File: config.mk
export PLATFORM = sky130hd
export DESIGN_NAME = crt_raster_timing_controller
export DESIGN_NICKNAME = d
export VERILOG_FILES = /design/src/crt_raster_timing_controller.v /design/src/crt_sync.v
export VERILOG_INCLUDE_DIRS = /design/src /design/src/src
export SDC_FILE = /design/constraint.sdc
export NUM_CORES = 1
export LEC_CHECK = 0
export BUFFER_PORTS_ARGS = -buffer_cell sky130_fd_sc_hd__clkbuf_2
export CAP_MARGIN = 25
export CORE_MARGIN = 2
export CORE_UTILIZATION = 25
export DETAILED_ROUTE_END_ITERATION = 10
export GPL_ROUTABILITY_DRIVEN = 0
export HOLD_SLACK_MARGIN = 0.02
export PLACE_DENSITY = 0.43
export SYNTH_ARGS = -nofsm -noshare
export SYNTH_HDL_FRONTEND = slang
export SYNTH_SLANG_ARGS = --single-unit
File: constraint.sdc
create_clock -name clock -period 8.2 [get_ports clock]
set_input_delay 0.82 -clock clock [delete_from_list [all_inputs] [get_ports clock]]
set_output_delay 0.82 -clock clock [all_outputs]
set_load 0.01 [all_outputs]
File: src/crt_regs.vh
// Register indices, field positions, reset values and timing counts of the raster timing controller
`ifndef CRT_REGS_VH
`define CRT_REGS_VH

// Internal register numbers held by the index pointer
`define CRT_IDX_HTOTAL      5'h00
`define CRT_IDX_HDISP       5'h01
`define CRT_IDX_HSYNC_POS   5'h02
`define CRT_IDX_SYNC_WIDTH  5'h03
`define CRT_IDX_VTOTAL      5'h04
`define CRT_IDX_VADJUST     5'h05
`define CRT_IDX_VDISP       5'h06
`define CRT_IDX_VSYNC_POS   5'h07
`define CRT_IDX_MODE        5'h08
`define CRT_IDX_ROW_LINES   5'h09
`define CRT_IDX_CARET_START 5'h0A
`define CRT_IDX_CARET_END   5'h0B
`define CRT_IDX_START_HI    5'h0C
`define CRT_IDX_START_LO    5'h0D
`define CRT_IDX_CARET_HI    5'h0E
`define CRT_IDX_CARET_LO    5'h0F
`define CRT_IDX_PEN_HI      5'h10
`define CRT_IDX_PEN_LO      5'h11

// Mode control bit positions
`define CRT_MODE_ROWCOL     2
`define CRT_MODE_DE_DELAY   4
`define CRT_MODE_CUR_DELAY  5

// Status register bit positions
`define CRT_STAT_PEN_FULL   6
`define CRT_STAT_VBLANK     5

// Caret blink mode field and codes
`define CRT_CARET_MODE_HI   6
`define CRT_CARET_MODE_LO   5
`define CRT_CARET_STEADY    2'h0
`define CRT_CARET_OFF       2'h1
`define CRT_CARET_BLINK16   2'h2
`define CRT_CARET_BLINK32   2'h3

// Field counter bits that toggle at 1/16 and 1/32 field rate
`define CRT_BLINK16_BIT     3
`define CRT_BLINK32_BIT     4

// Reset values
`define CRT_RESET_BYTE      8'h00
`define CRT_RESET_ADDR      14'h0000

// Sync width of zero stands for sixteen
`define CRT_SYNC_WIDTH_ZERO 5'h10

// Synchroniser depth in flip-flops
`define CRT_SYNC_STAGES     2

`endif

File: src/crt_raster_timing_controller.v
// Raster scan video timing controller with processor register port and light pen capture
//
// Function
// - Processor access only while select low
// - Register select low: write index, read status
// - Register select high: access indexed internal register
// - Direction high reads, low writes
// - Data lines driven only during selected reads
// - Transfers timed by stoppable bus phase clock
// - Programmed line sync pulse, active high
// - Programmed frame sync pulse, active high
// - Active video inside displayed columns and rows
// - Mode bit 4 delays active video
// - Caret on address match within line bounds
// - Mode bit 5 delays caret output
// - Pen rising edge captures refresh address
// - Character clock times all scan logic
// - Scan reset low clears outputs, all counters but field
// - Scan restarts from initial state on release
// - Fourteen refresh address outputs from start
// - Mode bit 2 clear: linear addresses
// - Mode bit 2 set: row/column addresses
// - Sixteen K characters, 32 lines per row
// - Five-bit write-only index, registers 0-17
// - Pen capture on next character falling edge
// - Caret start bits 6:5 select blink mode
// - Five raster line outputs give scan line
`timescale 1ns/1ps
`include "crt_regs.vh"
module crt_raster_timing_controller #(
	parameter ADDR_W = 14,
	parameter LINE_W = 5
) (
	input  wire              clock,
	input  wire              rst,
	input  wire              bus_phase,
	input  wire              select_n,
	input  wire              register_select,
	input  wire              read_write,
	input  wire [7:0]        data_in,
	output reg  [7:0]        data_out,
	output reg               data_oe,
	input  wire              char_clock,
	input  wire              pen_strobe,
	input  wire              scan_reset_n,
	output reg               hsync,
	output reg               vsync,
	output reg               display_enable,
	output reg               cursor,
	output reg  [ADDR_W-1:0] refresh_addr,
	output reg  [LINE_W-1:0] raster_line
);
	wire        phase_s;
	wire        sel_n_s;
	wire        rs_s;
	wire        rw_s;
	wire        cc_s;
	wire        pen_s;
	wire        sres_n_s;
	wire [7:0]  din_s;

	// All pins cross into the system clock domain first
	crt_sync #(.WIDTH(15)) u_sync (
		.clock    (clock),
		.rst      (rst),
		.async_in ({bus_phase, select_n, register_select, read_write, char_clock, pen_strobe, scan_reset_n, data_in}),
		.sync_out ({phase_s, sel_n_s, rs_s, rw_s, cc_s, pen_s, sres_n_s, din_s})
	);

	// Control registers
	reg [4:0]        index;
	reg [7:0]        htotal;
	reg [7:0]        hdisp;
	reg [7:0]        hsync_pos;
	reg [7:0]        sync_width;
	reg [6:0]        vtotal;
	reg [4:0]        vadjust;
	reg [6:0]        vdisp;
	reg [6:0]        vsync_pos;
	reg [7:0]        mode_control_reg;
	reg [4:0]        row_lines;
	reg [6:0]        caret_start_reg;
	reg [4:0]        caret_end_reg;
	reg [13:0]       start_addr;
	reg [13:0]       caret_addr;
	reg [13:0]       pen_position_reg;
	reg              pen_full;
	reg              phase_prev;
	reg [7:0]        wr_data;
	reg              cyc_sel;
	reg              cyc_rs;
	reg              cyc_rw;
	reg              cc_prev;
	reg              pen_prev;
	reg              pen_pending;
	reg [7:0]        hcount;
	reg [LINE_W-1:0] raster;
	reg [6:0]        row;
	reg              adjusting;
	reg [13:0]       row_base;
	reg [4:0]        hs_cnt;
	reg [4:0]        vs_cnt;
	reg [4:0]        field;
	reg              de_d1;
	reg              cur_d1;

	wire phase_fall = phase_prev & ~phase_s;
	wire cc_rise    = cc_s & ~cc_prev;
	wire cc_fall    = ~cc_s & cc_prev;
	wire pen_rise   = pen_s & ~pen_prev;
	wire do_write   = phase_fall & cyc_sel & ~cyc_rw;
	wire do_read    = phase_fall & cyc_sel & cyc_rw;
	wire vblank     = (row >= vdisp) | adjusting;

	// Read mux; write-only registers read as zero
	reg [7:0] rd_mux;
	always @* begin
		rd_mux = 8'h00;
		if (!rs_s) begin
			rd_mux[`CRT_STAT_PEN_FULL] = pen_full;
			rd_mux[`CRT_STAT_VBLANK]   = vblank;
		end else begin
			case (index)
				`CRT_IDX_CARET_HI: rd_mux = {2'h0, caret_addr[13:8]};
				`CRT_IDX_CARET_LO: rd_mux = caret_addr[7:0];
				`CRT_IDX_PEN_HI:   rd_mux = {2'h0, pen_position_reg[13:8]};
				`CRT_IDX_PEN_LO:   rd_mux = pen_position_reg[7:0];
				default:           rd_mux = 8'h00;
			endcase
		end
	end

	// Processor port: sample during phase high, commit at its falling edge
	always @(posedge clock or posedge rst) begin
		if (rst) begin
			phase_prev <= 1'b0;
			wr_data    <= `CRT_RESET_BYTE;
			cyc_sel    <= 1'b0;
			cyc_rs     <= 1'b0;
			cyc_rw     <= 1'b1;
			data_out   <= `CRT_RESET_BYTE;
			data_oe    <= 1'b0;
		end else begin
			phase_prev <= phase_s;
			if (phase_s) begin
				wr_data <= din_s;
				cyc_sel <= ~sel_n_s;
				cyc_rs  <= rs_s;
				cyc_rw  <= rw_s;
			end
			data_oe  <= phase_s & ~sel_n_s & rw_s;
			data_out <= rd_mux;
		end
	end

	// Register writes and pen flag
	wire pen_read = do_read & cyc_rs & ((index == `CRT_IDX_PEN_HI) | (index == `CRT_IDX_PEN_LO));
	wire pen_take = cc_fall & pen_pending;
	// Refresh address in the selected format
	wire [13:0] lin_addr = row_base + {6'h00, hcount};
	wire [5:0]  rc_row   = start_addr[13:8] + row[5:0];
	wire [7:0]  rc_col   = start_addr[7:0] + hcount;
	wire [13:0] ma_now   = mode_control_reg[`CRT_MODE_ROWCOL] ? {rc_row, rc_col} : lin_addr;
	always @(posedge clock or posedge rst) begin
		if (rst) begin
			index            <= 5'h00;
			htotal           <= `CRT_RESET_BYTE;
			hdisp            <= `CRT_RESET_BYTE;
			hsync_pos        <= `CRT_RESET_BYTE;
			sync_width       <= `CRT_RESET_BYTE;
			vtotal           <= 7'h00;
			vadjust          <= 5'h00;
			vdisp            <= 7'h00;
			vsync_pos        <= 7'h00;
			mode_control_reg <= `CRT_RESET_BYTE;
			row_lines        <= 5'h00;
			caret_start_reg  <= 7'h00;
			caret_end_reg    <= 5'h00;
			start_addr       <= `CRT_RESET_ADDR;
			caret_addr       <= `CRT_RESET_ADDR;
			pen_position_reg <= `CRT_RESET_ADDR;
			pen_full         <= 1'b0;
		end else begin
			if (do_write && !cyc_rs) begin
				index <= wr_data[4:0];
			end
			if (do_write && cyc_rs) begin
				case (index)
					`CRT_IDX_HTOTAL:      htotal           <= wr_data;
					`CRT_IDX_HDISP:       hdisp            <= wr_data;
					`CRT_IDX_HSYNC_POS:   hsync_pos        <= wr_data;
					`CRT_IDX_SYNC_WIDTH:  sync_width       <= wr_data;
					`CRT_IDX_VTOTAL:      vtotal           <= wr_data[6:0];
					`CRT_IDX_VADJUST:     vadjust          <= wr_data[4:0];
					`CRT_IDX_VDISP:       vdisp            <= wr_data[6:0];
					`CRT_IDX_VSYNC_POS:   vsync_pos        <= wr_data[6:0];
					`CRT_IDX_MODE:        mode_control_reg <= wr_data;
					`CRT_IDX_ROW_LINES:   row_lines        <= wr_data[4:0];
					`CRT_IDX_CARET_START: caret_start_reg  <= wr_data[6:0];
					`CRT_IDX_CARET_END:   caret_end_reg    <= wr_data[4:0];
					`CRT_IDX_START_HI:    start_addr[13:8] <= wr_data[5:0];
					`CRT_IDX_START_LO:    start_addr[7:0]  <= wr_data;
					`CRT_IDX_CARET_HI:    caret_addr[13:8] <= wr_data[5:0];
					`CRT_IDX_CARET_LO:    caret_addr[7:0]  <= wr_data;
					default:              index            <= index;
				endcase
			end
			// Capture wins over a clear by read in the same cycle
			if (pen_take) begin
				pen_position_reg <= ma_now;
				pen_full         <= 1'b1;
			end else if (pen_read) begin
				pen_full <= 1'b0;
			end
		end
	end

	// Active video and caret
	wire disp_now = (hcount < hdisp) & (row < vdisp) & ~adjusting;
	wire [1:0] caret_mode = caret_start_reg[`CRT_CARET_MODE_HI:`CRT_CARET_MODE_LO];
	reg  blink_on;
	always @* begin
		case (caret_mode)
			`CRT_CARET_STEADY:  blink_on = 1'b1;
			`CRT_CARET_OFF:     blink_on = 1'b0;
			`CRT_CARET_BLINK16: blink_on = field[`CRT_BLINK16_BIT];
			`CRT_CARET_BLINK32: blink_on = field[`CRT_BLINK32_BIT];
			default:            blink_on = 1'b0;
		endcase
	end
	wire cur_now = disp_now & blink_on & (ma_now == caret_addr)
		& (raster >= caret_start_reg[4:0]) & (raster <= caret_end_reg);

	wire hend      = (hcount == htotal);
	wire row_end   = ~adjusting & (raster == row_lines);
	wire last_row  = (row == vtotal);
	wire adj_end   = adjusting & ((raster + 5'h01) == vadjust);
	wire frame_end = hend & (adj_end | (row_end & last_row & (vadjust == 5'h00)));
	wire [4:0] hs_w = (sync_width[3:0] == 4'h0) ? `CRT_SYNC_WIDTH_ZERO : {1'b0, sync_width[3:0]};
	wire [4:0] vs_w = (sync_width[7:4] == 4'h0) ? `CRT_SYNC_WIDTH_ZERO : {1'b0, sync_width[7:4]};
	reg [4:0] next_hs_cnt;
	reg [4:0] next_vs_cnt;
	always @* begin
		next_hs_cnt = hs_cnt;
		next_vs_cnt = vs_cnt;
		if (hcount == hsync_pos) begin
			next_hs_cnt = hs_w;
		end else if (hs_cnt != 5'h00) begin
			next_hs_cnt = hs_cnt - 5'h01;
		end
		if ((hcount == 8'h00) && (raster == {LINE_W{1'b0}}) && (row == vsync_pos) && !adjusting) begin
			next_vs_cnt = vs_w;
		end else if ((hcount == 8'h00) && (vs_cnt != 5'h00)) begin
			next_vs_cnt = vs_cnt - 5'h01;
		end
	end

	// Scan logic steps on character clock rising edges only
	always @(posedge clock or posedge rst) begin
		if (rst) begin
			cc_prev        <= 1'b0;
			pen_prev       <= 1'b0;
			pen_pending    <= 1'b0;
			hcount         <= 8'h00;
			raster         <= {LINE_W{1'b0}};
			row            <= 7'h00;
			adjusting      <= 1'b0;
			row_base       <= `CRT_RESET_ADDR;
			hs_cnt         <= 5'h00;
			vs_cnt         <= 5'h00;
			field          <= 5'h00;
			de_d1          <= 1'b0;
			cur_d1         <= 1'b0;
			hsync          <= 1'b0;
			vsync          <= 1'b0;
			display_enable <= 1'b0;
			cursor         <= 1'b0;
			refresh_addr   <= {ADDR_W{1'b0}};
			raster_line    <= {LINE_W{1'b0}};
		end else begin
			cc_prev  <= cc_s;
			pen_prev <= pen_s;
			pen_pending <= pen_rise | (pen_pending & ~pen_take);
			if (!sres_n_s) begin
				hcount         <= 8'h00;
				raster         <= {LINE_W{1'b0}};
				row            <= 7'h00;
				adjusting      <= 1'b0;
				row_base       <= start_addr;
				hs_cnt         <= 5'h00;
				vs_cnt         <= 5'h00;
				de_d1          <= 1'b0;
				cur_d1         <= 1'b0;
				hsync          <= 1'b0;
				vsync          <= 1'b0;
				display_enable <= 1'b0;
				cursor         <= 1'b0;
				refresh_addr   <= {ADDR_W{1'b0}};
				raster_line    <= {LINE_W{1'b0}};
			end else if (cc_rise) begin
				hs_cnt <= next_hs_cnt;
				vs_cnt <= next_vs_cnt;
				if (!hend) begin
					hcount <= hcount + 8'h01;
				end else begin
					hcount <= 8'h00;
					if (frame_end) begin
						raster    <= {LINE_W{1'b0}};
						row       <= 7'h00;
						adjusting <= 1'b0;
						row_base  <= start_addr;
						field     <= field + 5'h01;
					end else if (row_end && last_row) begin
						raster    <= {LINE_W{1'b0}};
						adjusting <= 1'b1;
					end else if (row_end) begin
						raster   <= {LINE_W{1'b0}};
						row      <= row + 7'h01;
						row_base <= row_base + {6'h00, hdisp};
					end else begin
						raster <= raster + 5'h01;
					end
				end
				de_d1          <= disp_now;
				cur_d1         <= cur_now;
				display_enable <= mode_control_reg[`CRT_MODE_DE_DELAY] ? de_d1 : disp_now;
				cursor         <= mode_control_reg[`CRT_MODE_CUR_DELAY] ? cur_d1 : cur_now;
				hsync          <= (next_hs_cnt != 5'h00);
				vsync          <= (next_vs_cnt != 5'h00);
				refresh_addr   <= ma_now;
				raster_line    <= raster;
			end
		end
	end
endmodule // crt_raster_timing_controller

File: src/crt_sync.v
// Two-stage synchroniser for a group of asynchronous inputs
`timescale 1ns/1ps
module crt_sync #(
	parameter WIDTH = 1
) (
	input  wire             clock,
	input  wire             rst,
	input  wire [WIDTH-1:0] async_in,
	output wire [WIDTH-1:0] sync_out
);
	genvar i;
	generate
		for (i = 0; i < WIDTH; i = i + 1) begin : g_bit
			reg stage1;
			reg stage2;
			always @(posedge clock or posedge rst) begin
				if (rst) begin
					stage1 <= 1'b0;
					stage2 <= 1'b0;
				end else begin
					stage1 <= async_in[i];
					stage2 <= stage1;
				end
			end
			assign sync_out[i] = stage2;
		end
	endgenerate
endmodule // crt_sync

Yosys cells after proc, flatten, opt, wreduce, memory -nomap -nowiden. Cells that the tools add are included.

Register bits: 258. Latch bits: 0. Bits in writable memories: 0. Bits in read-only memories: 0. Bits of input ports: 17. Output and inout bits: 32. Memories: 0.

Add/subtract/negate cells: 10. Multipliers: 0. Divide/modulo/power cells: 0. Magnitude comparators: 5. Equal/unequal tests: 33. Shifts and indexed selects: 0. Multiplexer cells: 65. Bitwise logic cells: 36. Reduce and logical (&&, ||, !) cells: 42.

Operator list (count): 14-bit 2-to-1 mux (9); 5-bit 2-to-1 mux (22); 7-bit 2-to-1 mux (6); 5-bit by 4-bit == test with 1-bit output, second input constant (8); 2-bit AND reduction (17); 8-bit one-hot mux with 4 select lines (1); 14-bit by 8-bit adder with 14-bit output (2); 1-bit bitwise AND (24); 8-bit 2-to-1 mux (3); 1-bit 2-to-1 mux (22); 5-bit by 3-bit == test with 1-bit output, second input constant (4); 5-bit nonzero test (4); 8-bit == test (2); 16-bit OR reduction (1); 5-bit zero test (3); 14-bit == test (1); 7-bit == test (2); 5-bit by 1-bit adder with 5-bit output, second input constant (2); 5-bit by 2-bit == test with 1-bit output, second input constant (2); 5-bit == test (2); 5-bit == test, second input constant (2); 5-bit by 1-bit subtractor with 5-bit output, second input constant (2); 3-bit inequality test, second input constant (3); 8-bit by 1-bit adder with 8-bit output, second input constant (1); other kinds (24) (46).

Longest topological paths before layout. Gate-level depths: netlist (run 1).

Word-level depth: 10. Mapped depth: 11. Gate-level depth less buffers: 10.

Modules after synthesis. From an unflattened synthesis (run 1), not the netlist that was laid out.

Cells, all modules: 1328. Area total of the unflattened synthesis: 13823.3 µm².

Modules (own cells, without submodules): crt_raster_timing_controller (instances 1, cells an instance 1282, area an instance 12956.2 µm², seq. area each 5631.7 µm²); crt_sync (instances 1, cells an instance 46, area an instance 867.1 µm², seq. area each 750.7 µm²).

Least setup slack after synthesis (run 1). Ideal clock, no wire load.

Path kind: register to register. Start: register hcount[1]. End: register cursor. Arrival time: 2.837 ns. Data required time: 8.104 ns. Slack: 5.267 ns. Stages on the path, launching flop included: 11. Path buffers: 1. Period minus slack after synthesis: 2.933 ns. Path through: dfrtp_1 clkbuf_1 inv_1 fa_1 mux2i_1 xnor2_1 o21ai_0 or4_1 a2111oi_0 nand4_1 o31ai_1.

Cells in the longest elaborated chain, start to end: 10. Elaborated cells on any way between the ends: 14. Those cells by class: add/sub: 2; order compare: 1; eq/ne: 1; mux: 4; bitwise: 6.

RTL lines: from (decl) (RTL line crt_raster_timing_controller.v:96) `reg [7:0] hcount;`; from (signal assigned) (RTL line crt_raster_timing_controller.v:304) `hcount <= hcount + 8'h01;`; branches (longest 4 deep; another with 14-bit by 8-bit adder with 14-bit output); 1-bit bitwise AND (*) (RTL line crt_raster_timing_controller.v:231) `wire cur_now = disp_now & blink_on & (ma_now == caret_addr)`; 1-bit bitwise AND (*) (2 in series) (RTL line crt_raster_timing_controller.v:232) `& (raster >= caret_start_reg[4:0]) & (raster <= caret_end_reg);`; 1-bit 2-to-1 mux (*) (RTL line crt_raster_timing_controller.v:327) `` cursor <= mode_control_reg[`CRT_MODE_CUR_DELAY] ? cur_d1 : cur_now; ``; 1-bit 2-to-1 mux (*) (RTL line crt_raster_timing_controller.v:300) `end else if (cc_rise) begin`; 1-bit 2-to-1 mux (*) (RTL line crt_raster_timing_controller.v:284) `if (!sres_n_s) begin`; to (signal assigned) (RTL line crt_raster_timing_controller.v:327); to (decl) (RTL line crt_raster_timing_controller.v:49) `output reg cursor,`.

Every way passes the cells marked *. The select of a mux whose other input is x is not followed. A chain may end at the register's enable or synchronous reset.

Worst setup path in the final report (run 1).
Start: register hcount[0]. End: register cursor.

Same word-level chain as after synthesis.

==> results of run 1 <==
## worst min-delay path by stage
stage | slack (ps) | to | depth (start not counted)
finish | 340 | u_sync.g_bit[8].stage2 | 2
global route | 310 | u_sync.g_bit[4].stage1 | 1
CTS | 310 | u_sync.g_bit[4].stage1 | 1
detailed placement | 340 | u_sync.g_bit[13].stage2 | 0
global placement | 330 | u_sync.g_bit[12].stage2 | 0
floorplan | 330 | u_sync.g_bit[0].stage2 | 0
## critical path, cell delays in order (launching register included)
cell       delay [ps]
dfrtp_1           580
ha_1              270
inv_1              60
fa_1              420
mux2i_1           440
xnor2_1           170
o21ai_0           110
or4_1             470
a2111oi_0         410
nand4_1           190
o31ai_1           270
## through the flow
step	utilization [%]	area [sq um]	worst slack (ps)	instances	hold WS, ps
2_1_floorplan	-	13830	368.3	1320	331.2
3_3_place_gp	26.89	14760	4791	2018	332.8
3_5_place_dp	26.95	14790	4738	2020	335.6
4_1_cts	28.87	15840	4698	2076	306.2
5_1_grt	28.90	15860	4365	2077	308.7
6_report	28.90	15860	4734	2078	335.0
## cells in the final DEF, fill, tap and decap left out, drive strengths merged, types with 5 or more instances in the layout
master,netlist,layout
nand4,20,20
nand2,113,113
buf,23,16
inv,60,61
o21a,5,5
a211oi,25,25
nor3,20,20
or4,10,10
xor2,25,25
a21o,14,14
a21oi,52,52
ha,60,60
o31a,5,5
a2bb2oi,8,8
a2111oi,5,5
nor4,13,13
clkbuf,44,92
xnor2,54,54
o21ai,77,77
a31oi,12,12
nor2,87,87
or3,6,6
and3,7,7
nand2b,10,10
mux2,116,116
mux2i,24,24
o22ai,14,14
dfrtp,254,254
nand3,31,31
or2,5,5
clkinv,0,7
o211ai,8,8
nor2b,13,13
o2bb2ai,6,6
and2,11,11
## layout make-up
cell class / instances / area [sq um] / area share, %
Sequential cell: 255 / 6382 / 40.24
Timing Repair Buffer: 64 / 400.4 / 2.524
Tap cell: 704 / 880.8 / 5.553
Clock buffer: 44 / 874.6 / 5.514
Multi-Input combinational cell: 938 / 6909 / 43.56
Inverter: 60 / 232.7 / 1.467
Clock inverter: 12 / 178.9 / 1.128
Antenna cell: 1 / 2.502 / 0.01578
## cells by family (layout without fill, tap and decap cells)
group | Yosys count | in the layout
AO/OA/AOI/OAI | 285 | 285
XOR/XNOR | 82 | 82
adder cells (fa/ha/maj) | 64 | 64
buffers and inverters | 127 | 180
flip-flops | 255 | 255
multiplexers | 140 | 140
other | 0 | 1
AND/OR/NAND/NOR | 367 | 367
## per-layer routing
layer  global-route usage (%)  wire length (um)
met5                        0                 0
met3                    2.535              1556
met1                    19.61             19320
met4                    3.883              1052
met2                    24.75             19700
## power by group through the flow
stage          combinational [mW]  sequential, mW  clock, mW
6_report                     1.35            1.69       1.43
5_1_grt                      1.50            1.72       1.52
4_1_cts                      1.35            1.69       1.47
3_5_place_dp                 1.34            1.71          0
3_3_place_gp                 1.33            1.71          0
2_1_floorplan                1.05            1.58          0
==> flow_summary.ini, run 1 <==
[yosys]
async_reset_ff_share_pct = 100.0
yosysUniqueCellTypes = 86
synth_ff_type = dfrtp_1
synth_area_sq_mm = 0.01383
synth_simple_gate_area_share_pct = 13.30
synth.most_common_cell = dfrtp_1
synthAdderAreaFrac_pct = 6.007
ys_warn_count = 0
yosysSeqAreaShare_pct = 46.15
synth-edff-count = 0
synth.area.top_cells = dfrtp_1, mux2_2, ha_1, xnor2_1, nand2_1
synth_top_family_by_area = compound AO/OA/AOI/OAI gates
synth-seq-cells = 255
synth_fp_nets = 1401
postSynthAreaPerCell_sq_um = 10.48
yosysTopAreaCell = dfrtp_1
synthXorXnorAreaFrac_pct = 5.492
synth_common_cells = dfrtp_1, mux2_2, nand2_1, nor2_1, o21ai_0
synth_top_area_share_pct = 45.96
syn_inst = 1320
synth_compound_area_share_pct = 13.83
muxShareOfSynthArea_pct = 11.27

[global_routing]
antenna_found_initial = 1
grtUsageTotal_pct = 14.75
grt_max_degree = 148
grt_pass1_wl_um = 64290
grt_overflow = 0
grt_pass1_vias = 10240

[die]
fp.dieArea_sq_mm = 0.05721
die_w_um = 239.2
ios = 49
start_util_pct = 25.20
fp.dieH_um = 239.2
core_area_sq_mm = 0.05488
rows = 86

[timing]
worst_slew_pin_slew_ps = 1061
rsz0062_at_grt = false
finClkSkew_ps = 17.54
final.setup.tns_ps = 0
slew_headroom_pct = 29.24
hold_viol = 0
fmax_mhz = 288.5
period_share_pct = 42.27
fin_crit_ps = 3466
slew_violations = 0
finalSetupViolations = 0

[worst_setup_path]
reg2reg_from = hcount[0]
regToRegSetupSlack_ps = 4730
crit_required_ps = 8690
crit_type = flop to flop
endpoint = cursor
critPathLaunchType = flop
reg2reg_to = cursor
crit_start = hcount[0]
arrival_ps = 3950
r2r_cells = 10
cp-end-kind = flop
path_max_fanout = 11

[clock_network]
cts_resized = 0
hold_buffers = 0
cts.sinks = 255
cts_setup_buffers = 0
clock-root-buffer = clkbuf_16
clkSlewWorstSetupHoldPaths_ps = 60
clkLatencyLatePin_ps = 590
cts_made_buffers = 31
htreeDepth = 1
cts_tree = done
ctsLongestPathBuffers = 3

[pwr]
p_comb_share_pct = 30.2
internal-power_mw = 2.877
netSwitchingFraction_pct = 35.54
leakage_nw = 7.076
p_total_mw = 4.463
p_seq_share_pct = 37.9
powerDensity_mw_per_mm2 = 281.4
p_sw_mw = 1.586
pwr-share-clk_pct = 32.0
ir_drop_mv = 0.1732

[layout]
fin_nets = 1431
reg_top3 = u_sync.g_bit.stage1 (15), u_sync.g_bit.stage2 (15)
synthToLayoutAreaGrowth_pct = 14.69
drive_gt1_share_pct = 18.35
n_fill_cell = 5754

[drt]
viasPerCell = 4.841
vias = 10060
drc = 0
drtPass1Iterations = 5
wirelength_um = 41630
drtAntennaViolNets = 0
routedWlPerCell_um = 20.03
drtIter0Drc = 665

[hold_path]
hold_path.class = input port to async pin

[run]
max_cap_violations = 0

[outcome]
outcome = completed

[place]
dp_hpwl_um = 29050
io_buffers = 48
(Power assumes the default switching activity.)
==> inputs of run 2 (changes only) <==
--- a/config.mk
+++ b/config.mk
@@ -13,7 +13,7 @@
 export DETAILED_ROUTE_END_ITERATION = 10
 export GPL_ROUTABILITY_DRIVEN = 0
 export HOLD_SLACK_MARGIN = 0.02
-export PLACE_DENSITY = 0.43
+export PLACE_DENSITY = 0.42
 export SYNTH_ARGS = -nofsm -noshare
 export SYNTH_HDL_FRONTEND = slang
 export SYNTH_SLANG_ARGS = --single-unit
==> constraint.sdc (replaced) <==
create_clock -name clock -period 3.4 [get_ports clock]
set_input_delay 0.34 -clock clock [delete_from_list [all_inputs] [get_ports clock]]
set_output_delay 0.34 -clock clock [all_outputs]
set_load 0.01 [all_outputs]
==> run 2 against run 1 <==
Setup slack lost 4400 ps. Sequential share of layout area shrank 1.4 points. Count of clock-buffer cells in the layout shrank 4. First-iteration DRC count shrank 24%. Wire length grew 3.0%. Maximum frequency grew 14%. Core utilization grew 1.0 points. Clock power grew 150%. Final area grew 3.5%. Combinational power grew to 2.5 times the previous value. Register-to-register slack lost 4400 ps. Cell count grew 2.8%. Critical endpoint is now cur_d1. Largest cell class unchanged. Highest routed layer unchanged.
==> flow_summary.ini, run 2 (synthesis gave the netlist of run 1 again) <==
[die]
ios = 49
start_util_pct = 25.20
fp.dieArea_sq_mm = 0.05721
fp.dieH_um = 239.2
rows = 86
die_w_um = 239.2
core_area_sq_mm = 0.05488

[layout]
reg_top3 = u_sync.g_bit.stage1 (15), u_sync.g_bit.stage2 (15)
antenna_cells = 0
synthToLayoutAreaGrowth_pct = 18.74
mostFrequentLayoutCells = dfrtp_1, mux2_2, nand2_1
n_fill_cell = 5729
fin_util_pct = 29.92
fin_nets = 1493
instances_no_fill = 2137
drive_gt1_share_pct = 20.94
final_common_cell = dfrtp_1
fin_area_sq_mm = 0.01642

[pwr]
leakage_nw = 7.378
ir_drop_mv = 0.3531
p_total_mw = 10.91
powerDensity_mw_per_mm2 = 664.7

[clock_network]
clkLatencyLatePin_ps = 560
cts_tree = done
cts_resized = 0
htreeDepth = 2
cts_made_buffers = 34
hold_buffers = 16
clock-root-buffer = clkbuf_16
cts.sinks = 255
ctsLongestPathBuffers = 3
cts_setup_buffers = 0
clkSlewWorstSetupHoldPaths_ps = 50

[timing]
fmax_mhz = 327.9
rsz0062_at_grt = false
layout_setup_ws_ps = 349.9
hold_viol = 0
slew_headroom_pct = 28.63
period_share_pct = 89.71
finClkSkew_ps = 29.27
fin_crit_ps = 3050
worst_slew_pin_slew_ps = 1071
final.setup.tns_ps = 0
finalSetupViolations = 0
slew_violations = 0
fin_hold_ws_ps = 347.5

[global_routing]
grt_pass1_wl_um = 66580
grtUsageTotal_pct = 15.34
antenna_found_initial = 1
grt_max_degree = 81
grt_overflow = 0
grt_pass1_vias = 10560

[place]
dpl_cell_area_sq_mm = 0.01517
dp.cells = 2064
dp_hpwl_um = 31070
pre_cts_ws_ps = 334.6
io_buffers = 48

[outcome]
outcome = completed

[worst_setup_path]
arrival_ps = 3500
path_cells = ha_1, a21oi_1, nand2_1, a41o_1, a311o_1, a211oi_1, nand4_1, o31ai_1
cp-end-kind = flop
critPathMaxStageDelay_ps = 580
critPathLaunchType = flop
path_max_fanout = 9
crit_type = flop to flop
critPathSlowestCell = dfrtp_1
reg2reg_from = hcount[6]
crit_required_ps = 3850
crit_start = hcount[6]

[drt]
drtAntennaViolNets = 0
routedWlPerCell_um = 20.06
viasPerCell = 4.853
drtPass1Iterations = 5
drtIter0Drc = 505
wirelength_um = 42870
drc = 0
vias = 10370

[run]
max_cap_violations = 0

[hold_path]
worstHoldStart = u_sync.g_bit[8].stage1
hold_path.class = flop to flop
-- run 2: changes by cell type in the layout (fill, tap and decap cells not counted), sizes merged, moves of 4 or more --
cell         before  now
buf              16   59
dlygate4sd3       0   16
clkinv            7   12
clkbuf           92   88
clkinvlp          0    4
-- run 2: report_power, final --
| group | internal [mW] | switching (mW) | leakage (nW) | total, mW |
|---|---|---|---|---|
| sequential | 3.50 | 0.507 | 3.37 | 4.01 |
| clock | 2.05 | 1.46 | 0.527 | 3.51 |
| combinational | 1.44 | 1.96 | 3.48 | 3.40 |
-- run 2: critical path: cells and delay by family, from the launching register on --
kind	cells	cell delay [ps]
DFF	1	580
adders and majority gates	1	380
AOI/OAI and AO/OA	5	1690
and+or+nand+nor	2	300
-- run 2: per-layer routing --
metal  up-vias  track usage (%)  part of all wire (%)
met1      5232            20.65                    47
met5         -                0                     0
met4         0            3.939                   2.0
li1       4951                -                     -
met3        50            2.305                   2.6
met2       138            25.74                    48
-- run 2: final cells by class --
| class | count | area, sq um | area share [%] |
|---|---|---|---|
| tap | 704 | 880.8 | 5.364 |
| multi-input combinational | 938 | 6909 | 42.08 |
| timing repair buffer | 123 | 932.1 | 5.677 |
| clock inverter | 17 | 193.9 | 1.181 |
| inverter | 60 | 229.0 | 1.394 |
| clock buffer | 40 | 893.4 | 5.440 |
| sequential | 255 | 6382 | 38.87 |
-- run 2: worst paths after layout --
| kind | end | slack, ps | depth (start not counted) |
|---|---|---|---|
| hold / removal | u_sync.g_bit[8].stage2 | 350 | 0 |
| hold reg to reg | u_sync.g_bit[8].stage2 | 350 | 0 |
| setup reg to reg | cur_d1 | 350 | 8 |
| max in group asynchronous | cyc_rw | 2030 | 4 |
| min in group asynchronous | u_sync.g_bit[8].stage1 | 470 | 3 |
| setup / recovery | cur_d1 | 350 | 8 |
==> inputs of run 3 (changes only) <==
--- a/config.mk
+++ b/config.mk
@@ -16,4 +16,5 @@
 export PLACE_DENSITY = 0.42
 export SYNTH_ARGS = -nofsm -noshare
 export SYNTH_HDL_FRONTEND = slang
+export SYNTH_HIERARCHICAL = 1
 export SYNTH_SLANG_ARGS = --single-unit
==> run 3 against run 2 <==
First-iteration DRC count up 9.9%. Wire length fell by 4.5%. Power fell by 0.19%. Die area about the same. Setup slack got worse by 120 ps. Critical path type unchanged. Core utilization is 0.33 points lower. Register-to-register slack worse by 120 ps. Largest power group unchanged. Highest routed layer unchanged. Sequential cell count is the same. Clock power grew 5%. Count of clock-buffer cells in the layout fell by 4.
==> flow_summary.ini, run 3 <==
[drt]
viasPerCell = 4.743
drtIter0Drc = 555
routedWlPerCell_um = 19.35
drtPass1Iterations = 4
wirelength_um = 40960
drtAntennaViolNets = 0
drc = 0
vias = 10040

[layout]
mostFrequentLayoutCells = dfrtp_1, mux2_2, nand2_1
fin_nets = 1470
antenna_cells = 0
synthToLayoutAreaGrowth_pct = 17.50
reg_top3 = u_sync/g_bit.stage1 (15), u_sync/g_bit.stage2 (15)
drive_gt1_share_pct = 21.02
n_fill_cell = 5741
final_common_cell = dfrtp_1

[worst_setup_path]
arrival_ps = 3680
path_cells = ha_1, inv_1, fa_1, xnor2_1, xnor2_1, o2111ai_1, nor4_1, nand4b_1, a2111oi_0, nor3b_2, a31o_1
critPathLaunchType = flop
reg2reg_from = row[0]
cp-end-kind = flop
path_max_fanout = 6
path_buf_inv = 1
critPathMaxStageDelay_ps = 500
critPathSlowestCell = dfrtp_1
crit_start = row[0]
crit_required_ps = 3920
crit_family = simple AND/OR/NAND/NOR gates
cpMostUsedCell = xnor2_1
crit_type = flop to flop

[timing]
hold_viol = 0
rsz0062_at_grt = false
final.setup.tns_ps = 0
finalSetupViolations = 0
fmax_mhz = 315.6
worst_slew_pin_slew_ps = 1031
slew_violations = 0
fin_crit_ps = 3168
period_share_pct = 93.19
finClkSkew_ps = 22.37
slew_headroom_pct = 31.27

[clock_network]
cts_resized = 0
clock-root-buffer = clkbuf_16
clkSlewWorstSetupHoldPaths_ps = 60
clkLatencyLatePin_ps = 590
cts_made_buffers = 30
cts.sinks = 255
hold_buffers = 16
ctsLongestPathBuffers = 3
htreeDepth = 1
cts_setup_buffers = 0
cts_tree = done

[die]
ios = 49
fp.dieArea_sq_mm = 0.05719
rows = 86
fp.dieH_um = 239.1
start_util_pct = 25.19
core_area_sq_mm = 0.05488
die_w_um = 239.1

[global_routing]
antenna_found_initial = 1
grt_pass1_vias = 10210
grt_pass1_wl_um = 63810
grt_max_degree = 64
grt_overflow = 0
grtUsageTotal_pct = 14.61

[yosys]
async_reset_ff_share_pct = 100.0
synth_ff_type = dfrtp_1
syn_inst = 1328
synth.most_common_cell = dfrtp_1
synth-edff-count = 0
synth_common_cells = dfrtp_1, mux2_2, nand2_1, nor2_1, o21ai_0
synth.area.top_cells = dfrtp_1, mux2_2, ha_1, xnor2_1, nand2_1
synth_area_sq_mm = 0.01382
yosysSeqAreaShare_pct = 46.17
synth-seq-cells = 255
ys_warn_count = 6
yosysTopAreaCell = dfrtp_1
postSynthAreaPerCell_sq_um = 10.41
synth_top_area_share_pct = 45.98
yosysUniqueCellTypes = 79
synth_fp_nets = 1409

[pwr]
powerDensity_mw_per_mm2 = 670.7
leakage_nw = 7.284
p_total_mw = 10.89
ir_drop_mv = 0.3935

[place]
dp_hpwl_um = 29150
io_buffers = 48

[outcome]
outcome = completed

[run]
max_cap_violations = 0

[hold_path]
hold_path.class = flop to flop
worstHoldStart = u_sync/g_bit[1].stage1
## run 3: worst register-to-register path: stages (launching register included)
cell	delay, ps
dfrtp_1	500
ha_1	230
inv_1	50
fa_1	390
xnor2_1	400
xnor2_1	170
o2111ai_1	150
nor4_1	270
nand4b_1	170
a2111oi_0	320
nor3b_2	280
a31o_1	160
## run 3: logic make-up (layout without fill, tap and decap cells)
family	after synthesis	after routing	share of synthesized area (%)
AND/OR/NAND/NOR	376	376	13.88
multiplexers	147	147	11.74
adder cells (fa/ha/maj)	64	64	6.010
buffers and inverters	143	228	4.589
AO/OA/AOI/OAI	259	259	11.99
flip-flops	255	255	46.17
XOR/XNOR	84	84	5.621
## run 3: cell type report
type / instances / area, sq um / area share [%]
multi-input cells: 930 / 6818 / 41.98
flip-flops and latches: 255 / 6382 / 39.30
inverters: 60 / 229.0 / 1.410
well taps: 704 / 880.8 / 5.423
repair buffers: 112 / 798.3 / 4.915
clock buffers: 36 / 813.3 / 5.007
clock inverters: 20 / 320.3 / 1.972
## run 3: worst paths after layout
kind	endpoint	depth (start not counted)	slack [ps]
max	cursor	11	230
max reg2reg	cursor	11	230
min	u_sync/g_bit[1].stage2	0	340
max in group asynchronous	vdisp[3]	4	2180
min in group asynchronous	field[0]	3	390
min reg2reg	u_sync/g_bit[1].stage2	0	340
## run 3: metrics by stage
stage                     instance area [sq um]  hold slack, ps  std cells  worst slack [ps]  util, %
final                                     16240           338.8       2117             231.7    29.60
after global routing                      16240           344.7       2117             12.72    29.60
after CTS                                 16240           340.6       2117             259.6    29.60
after detailed placement                  14950           334.7       2045             283.6    27.24
after global placement                    14950           332.9       2045             385.8    27.24
after floorplan                           13830           331.2       1328             122.8        -
## run 3: per-layer routing
| layer | global-route usage (%) | vias to the layer above | share of wire [%] | routed length, um |
|---|---|---|---|---|
| met5 | 0 | - | 0 | 0 |
| met1 | 20.75 | 4995 | 49 | 19930 |
| met3 | 2.079 | 61 | 3.5 | 1444 |
| li1 | - | 4820 | - | - |
| met2 | 23.09 | 165 | 45 | 18440 |
| met4 | 4.129 | 0 | 2.8 | 1139 |
## run 3: where the power goes
group / total [mW] / internal (mW) / leakage [nW] / switching, mW
sequential: 4.00 / 3.51 / 3.37 / 0.487
clock: 3.70 / 2.31 / 0.557 / 1.39
combinational: 3.20 / 1.37 / 3.36 / 1.83
